## config.mk

```make
export PLATFORM = sky130hd
export DESIGN_NAME = sbcr_top
export DESIGN_NICKNAME = d
export VERILOG_FILES = /design/src/hw/sbcr_pkg.sv /design/src/hw/sbcr_top.sv
export SDC_FILE = /design/constraint.sdc
export NUM_CORES = 1
export LEC_CHECK = 0
export BUFFER_PORTS_ARGS = -buffer_cell sky130_fd_sc_hd__buf_2
export CORE_UTILIZATION = 35
export DETAILED_ROUTE_END_ITERATION = 8
export REMOVE_ABC_BUFFERS = 1
export SYNTH_ARGS = -nofsm -noshare
export SYNTH_HDL_FRONTEND = slang
export SYNTH_SLANG_ARGS = --single-unit
```

## constraint.sdc

```tcl
create_clock -name clk_sys_i -period 0.9 [get_ports clk_sys_i]
set_clock_uncertainty 0.15 [all_clocks]
set_input_delay 0.09 -clock clk_sys_i [delete_from_list [all_inputs] [get_ports clk_sys_i]]
set_output_delay 0.09 -clock clk_sys_i [all_outputs]
set_load 0.02 [all_outputs]
```

## src/hw/sbcr_pkg.sv

```systemverilog
// Purpose: shared constants and carrier types for the secondary bus clock, reset and arbitration mode block
// Assumes: system clock of 100 MHz; secondary bus clock arrives as a plain pin and is sampled
// Notes:   secondary reset control bit position and its register offset are kept for reference
package sbcr_pkg;
	localparam int unsigned          SEC_CLK_COUNT     = 10;      // number of fanned-out secondary clocks
	localparam logic [7:0]           BRIDGE_CTRL_OFS   = 8'h3E;   // offset of the bridge control register
	localparam int unsigned          SEC_RST_BIT_POS   = 6;       // secondary reset control bit position
	localparam logic [1:0]           RST_SYNC_RESET    = 2'h0;    // reset synchroniser value under reset
	localparam logic [1:0]           PIN_SYNC_RESET    = 2'h0;    // pin synchroniser value under reset

	// arbitration mode, captured from the strap after reset release
	typedef enum logic [1:0] {
		SBCR_ARB_UNKNOWN  = 2'h0, // strap not yet captured
		SBCR_ARB_INTERNAL = 2'h1, // internal arbiter serves request/grant zero
		SBCR_ARB_EXTERNAL = 2'h2  // external arbiter; pins swap roles, one bit from unknown
	} sbcr_arb_mode_e;

	// request-zero / grant-zero pin group as seen at the block edge
	typedef struct packed {
		logic req_zero_in;  // level sampled from the request-zero pin
		logic gnt_zero_out; // level driven on the grant-zero pin
	} sbcr_arb_pins_s;
endpackage

```

## src/hw/sbcr_top.sv

```systemverilog
// Purpose: secondary clock fan-out, secondary bus reset, and arbitration mode steering
// Assumes: all pins are asynchronous to clk_sys_i; link clock is sampled, not used as a clock
// Notes:   the secondary reset output is purely combinational by design
`timescale 1ns/1ps

module sbcr_top #(
	parameter int unsigned CLK_COUNT = sbcr_pkg::SEC_CLK_COUNT // fan-out width
) (
	input  wire logic                 clk_sys_i,          // system clock, 100 MHz
	input  wire logic                 nrst_i,             // async active-low reset
	input  wire logic                 sec_clk_i,          // secondary bus clock input pin
	input  wire logic                 ext_arb_enable_i,   // strap: high selects external arbiter
	input  wire logic                 pri_reset_signal_n_i, // primary reset, active low
	input  wire logic                 sec_rst_ctrl_i,     // secondary reset control bit from bridge control
	input  wire logic                 sec_request_zero_i, // request-zero pin level
	input  wire logic                 int_grant_zero_i,   // grant from the internal arbiter
	input  wire logic                 bridge_req_i,       // bridge wants the secondary bus
	output logic [CLK_COUNT-1:0]      sec_clk_fanout_o,   // fanned-out secondary clocks
	output logic                      sec_reset_signal_n_o, // secondary bus reset, active low
	output logic                      sec_grant_zero_o,   // grant-zero pin level
	output logic                      int_request_zero_o, // request-zero routed to internal arbiter
	output logic                      bridge_gnt_o,       // grant seen by bridge in external mode
	output logic                      ext_mode_o,         // captured arbitration mode is external
	output logic                      sec_clk_rise_o      // one-cycle pulse on a secondary clock rise
);

	////////////////////////////////////////////////////////////////////////////////
	// reset release synchroniser
	logic [1:0] rst_sync_ff;      // two-stage release chain
	logic       rst_n;            // synchronised reset used everywhere else

	always_ff @(posedge clk_sys_i or negedge nrst_i) begin
		if (!nrst_i) begin
			rst_sync_ff <= sbcr_pkg::RST_SYNC_RESET;
		end else begin
			rst_sync_ff <= {rst_sync_ff[0], 1'b1};
		end
	end
	assign rst_n = rst_sync_ff[1];

	////////////////////////////////////////////////////////////////////////////////
	// pin synchronisers: secondary clock, strap, request-zero
	logic [2:0] meta_ff;          // first stage, read only by sync_ff
	logic [2:0] sync_ff;          // second stage, safe to use
	logic       clk_prev_ff;      // previous synchronised clock level
	logic [2:0] nxt_meta;
	logic [2:0] nxt_sync;
	logic       nxt_clk_prev;

	// next values of the synchroniser chain
	always_comb begin
		nxt_meta     = {sec_request_zero_i, ext_arb_enable_i, sec_clk_i};
		nxt_sync     = meta_ff;
		nxt_clk_prev = sync_ff[0];
	end

	always_ff @(posedge clk_sys_i or negedge rst_n) begin
		if (!rst_n) begin
			meta_ff     <= {1'b0, sbcr_pkg::PIN_SYNC_RESET};
			sync_ff     <= {1'b0, sbcr_pkg::PIN_SYNC_RESET};
			clk_prev_ff <= 1'b0;
		end else begin
			meta_ff     <= nxt_meta;
			sync_ff     <= nxt_sync;
			clk_prev_ff <= nxt_clk_prev;
		end
	end

	// secondary-facing logic keys off the clock input, never the fan-out
	assign sec_clk_rise_o = sync_ff[0] & ~clk_prev_ff;

	////////////////////////////////////////////////////////////////////////////////
	// arbitration mode capture: strap is taken once after release, then held
	sbcr_pkg::sbcr_arb_mode_e mode_ff;
	sbcr_pkg::sbcr_arb_mode_e nxt_mode;
	logic [1:0]               fill_ff;  // pin synchroniser holds real strap samples once bit 1 is set
	logic [1:0]               nxt_fill;

	// strap is only meaningful at start-up, so it is frozen after capture
	// the synchroniser leaves reset holding zeros; capturing before it has refilled
	// would always pick the internal arbiter, so capture waits for two pin samples
	always_comb begin
		nxt_fill = {fill_ff[0], 1'b1};
		nxt_mode = mode_ff;
		case (mode_ff)
			sbcr_pkg::SBCR_ARB_UNKNOWN: begin
				if (fill_ff[1]) begin
					nxt_mode = sync_ff[1] ? sbcr_pkg::SBCR_ARB_EXTERNAL : sbcr_pkg::SBCR_ARB_INTERNAL;
				end
			end
			sbcr_pkg::SBCR_ARB_INTERNAL: nxt_mode = sbcr_pkg::SBCR_ARB_INTERNAL;
			sbcr_pkg::SBCR_ARB_EXTERNAL: nxt_mode = sbcr_pkg::SBCR_ARB_EXTERNAL;
			default:                     nxt_mode = sbcr_pkg::SBCR_ARB_UNKNOWN;
		endcase
	end

	always_ff @(posedge clk_sys_i or negedge rst_n) begin
		if (!rst_n) begin
			mode_ff <= sbcr_pkg::SBCR_ARB_UNKNOWN;
			fill_ff <= sbcr_pkg::PIN_SYNC_RESET;
		end else begin
			mode_ff <= nxt_mode;
			fill_ff <= nxt_fill;
		end
	end

	////////////////////////////////////////////////////////////////////////////////
	// pin role steering
	sbcr_pkg::sbcr_arb_pins_s pins_q; // synchronised request-zero, driven grant-zero
	logic                     ext_mode;
	logic                     int_mode;
	logic                     gnt_ff;
	logic                     ireq_ff;
	logic                     bgnt_ff;
	logic                     nxt_gnt;
	logic                     nxt_ireq;
	logic                     nxt_bgnt;

	assign ext_mode   = (mode_ff == sbcr_pkg::SBCR_ARB_EXTERNAL);
	assign int_mode   = (mode_ff == sbcr_pkg::SBCR_ARB_INTERNAL);
	assign ext_mode_o = ext_mode;

	// grant-zero pin: bridge request in external mode, internal grant in internal mode, low while the mode is unknown
	always_comb begin
		pins_q.req_zero_in  = sync_ff[2];
		pins_q.gnt_zero_out = 1'b0;
		nxt_ireq            = 1'b0;
		nxt_bgnt            = 1'b0;
		if (ext_mode) begin
			pins_q.gnt_zero_out = bridge_req_i;
			nxt_bgnt            = pins_q.req_zero_in;
		end else if (int_mode) begin
			pins_q.gnt_zero_out = int_grant_zero_i;
			nxt_ireq            = pins_q.req_zero_in;
		end
		nxt_gnt = pins_q.gnt_zero_out;
	end

	always_ff @(posedge clk_sys_i or negedge rst_n) begin
		if (!rst_n) begin
			gnt_ff  <= 1'b0;
			ireq_ff <= 1'b0;
			bgnt_ff <= 1'b0;
		end else begin
			gnt_ff  <= nxt_gnt;
			ireq_ff <= nxt_ireq;
			bgnt_ff <= nxt_bgnt;
		end
	end

	assign sec_grant_zero_o   = gnt_ff;
	assign int_request_zero_o = ireq_ff;
	assign bridge_gnt_o       = bgnt_ff;

	////////////////////////////////////////////////////////////////////////////////
	// clock fan-out and secondary reset
	// each secondary device gets its own copy; their sampling edges are their concern
	assign sec_clk_fanout_o = {CLK_COUNT{sec_clk_i}};

	// no flop on purpose: reset must assert even with the secondary clock stopped
	assign sec_reset_signal_n_o = pri_reset_signal_n_i & ~sec_rst_ctrl_i;
endmodule

```

==> metrics.md <==
| Metric | Value |
|---|---|
| Largest net degree at the start of global routing | `15` |
| IO buf count | `24` |
| Fillers | `134` |
| First-pass GRT wire length | `1.34 mm` |
| Worst skew pair latency | `0.29 ns` |
| Worst Path Arrival | `0.94 ns` |
| CTS H-tree depth | `1` |
| Synth cell types | `12` |
| Cell Rows | `14` |
| Grt met1 use | `12.3%` |
| CTS tree | `done` |
| Placed Instances | `73` |
| Placed Instance Area | `639 um2` |
| Die ar. | `0.00175 mm2` |
| Core area | `0.00149 mm2` |
| Pwr Total | `2.04 mW` |
| Clock transition at the registers of the reported paths | `0.09 ns` |
| DR DRC count | `0` |
| Routed Antenna Nets | `0` |
| CTS Root Cell | `clkbuf_4` |
| CP Capture Type | `output pin` |
| Max incr delay on CP | `0.41 ns` |
| Post-synthesis mux area share | `0%` |
| Final instance area | `832 um2` |
| Die width | `41.8 um` |
| Die height | `41.8 um` |
| PD cells | `2450 mW/mm2` |
| Fmax | `0.844 GHz` |
| Placed wire-length estimate | `465 um` |
| Synthesis-to-layout area growth | `49.8%` |
| Final non-filler cell total | `88` |
| R2R Path End | `bridge_gnt_o$_DFF_PN0_` |
| GR Layer Usage met2 | `16.6%` |
| Largest family of logic cells by synthesized area | `buffers and inverters` |
| Max VDD drop | `0.00133 V` |
| Global routing's busiest layer | `met2` |
| Worst setup margin | `-0.285 ns` |
| XOR/XNOR Fraction of Synth Area | `0%` |
| Initial Utilization | `37.3%` |
| Vias in the first global route | `313` |
| I/O Pins | `25` |
| Cell at the slowest stage of the critical path | `dfrtp_1` |
| Share of cells above drive strength 1 | `55.6%` |
| CTS Sinks | `16` |
| Most common cell after layout, fill and taps aside | `buf_2` |
| Critical path cell sequence | `nor2b_4 -> buf_6` |
| Grt ovf | `0` |
| Vias | `355` |
| Cell depth of the worst flop-to-flop path | `3` |
| Worst setup path category | `reg2out` |
| Worst r2r src | `mode_ff[1]$_DFFE_PN0P_` |
| Fin. max-slew vios | `0` |
| CTS Buf Count | `3` |
| Setup TNS Final | `-1.55 ns` |
| DR iter-0 viols | `2` |
| Antenna violations before repair | `0` |
| Number of diodes | `0` |
| Clk buf depth | `2` |
| Status | `finished with violations` |
| RD Place Congestion | `0.713` |
| # nets final | `82` |
| Seq cells post-synth | `16` |
| Wire length per cell | `8.90 um` |
| Final setup viols | `10` |
| Cells after Synth | `40` |
| Min Tclk post-route | `1.18 ns` |
| Total GRT Usage | `11.0%` |
| Post-DR vias/cell | `4.03` |
| CP Launch Type | `flop` |
| Fin. Hold Viols | `0` |
| Failing checks | `setup timing` |
| Maxcap violations | `0` |
| Leak pwr | `0.427 nW` |
| Register area share after synthesis | `72.1%` |
| Yosys warns | `0` |
| Compound-Gate Fraction of Synth Area | `3.38%` |
| Hold crit path type | `reg2async` |
| GRT met3 Usage | `7.83%` |
| RSZ-0062 raised after global routing | `yes` |
| R2r setup slk | `-0.15 ns` |
| Final worst-path cycle share | `132%` |
| Worst Path Max Fanout | `2` |
| Post-Synth Adder-Cell Area | `0%` |
| Synth Area in Simple Gates | `9.68%` |
| Mapped cell area | `556 um2` |
| Critical path data required time | `0.66 ns` |
| WL final | `783 um` |
| Worst hold slack | `0.0128 ns` |
| Syn_area_per_cell | `13.9 um2` |
| Pre-Repair DR Iteration Count | `4` |
| Most frequent cells in the layout | `buf_2 (18), dfrtp_1 (16), dlygate4sd3_1 (7), buf_4 (7), buf_6 (5)` |
## flip-flops by register name, indices dropped and copies added, names as in the netlist
register / count
int_request_zero_o: 1
bridge_gnt_o: 1
fill_ff: 2
clk_prev_ff: 1
sec_grant_zero_o: 1
meta_ff: 3
rst_sync_ff: 2
sync_ff: 3
mode_ff: 2
## through the flow
stage	utilization (%)	worst slack [ns]
floorplan	-	-0.0666
global placement	42.9	-0.0560
detailed placement	42.9	-0.0883
CTS	54.2	-0.305
global route	55.9	-0.345
finish	55.9	-0.285
## power breakdown
group,leakage (nW),switching [mW],internal [mW]
Clock,0.0210,0.215,0.246
Combinational,0.213,0.310,0.376
Sequential,0.193,0.0612,0.828
Total,0.427,0.586,1.45
## how the worst max path moves through the flow
| stage | startpoint | endpoint | slack [ns] | cells after the start |
|---|---|---|---|---|
| finish | mode_ff[0]$_DFFE_PN0P_ | ext_mode_o | -0.28 | 2 |
| global route | mode_ff[0]$_DFFE_PN0P_ | ext_mode_o | -0.34 | 2 |
| CTS | mode_ff[0]$_DFFE_PN0P_ | ext_mode_o | -0.31 | 2 |
| detailed placement | mode_ff[1]$_DFFE_PN0P_ | ext_mode_o | -0.09 | 2 |
| global placement | mode_ff[1]$_DFFE_PN0P_ | ext_mode_o | -0.06 | 2 |
| floorplan | mode_ff[0]$_DFFE_PN0P_ | bridge_gnt_o$_DFF_PN0_ | -0.07 | 2 |
## critical path, delay by kind of cell (launching register included)
family | cells | cell delay, ns
buf+inv | 1 | 0.12
simple gates | 1 | 0.13
flops | 1 | 0.41
## cells by family after synthesis
family / after synthesis
flops: 16
buf+inv: 11
simple gates: 9
compound gates: 3
other cells: 1
## cell type report
type	instances	area, um2	area share (%)
Timing Repair Buffer	37	269	32.3
Multi-Input combinational cell	14	103	12.3
Tap cell	16	20.0	2.41
Sequential cell	16	400	48.1
Clock buffer	4	36.3	4.36
Inverter	1	3.75	0.451
## synthesized netlist by cell type
cell	count	share of area [%]
dfrtp_1	16	72
o2bb2ai_1	1	1.6
inv_1	1	0.68
nand2b_1	1	1.1
conb_1	1	0.68
buf_4	10	14
nand2_1	2	1.4
and2_1	1	1.1
nor2b_1	2	2.3
nor2b_4	1	2.5
a21oi_1	2	1.8
nor2_1	2	1.4
## layer usage
layer | wire, um | up-vias
li1 | - | 175
met1 | 311 | 164
met2 | 400 | 14
met3 | 60 | 2
met4 | 11 | 0
met5 | 0 | -
## what timing repair did
item                       in CTS  in global routing
setup endpoints to repair       9                 12
pin swaps                       1                  0
gates resized for setup         9                  7
setup buffers                   4                  2
hold endpoints to repair        6                  0
hold buffers                    7                  0
(Power assumes the default switching activity.)
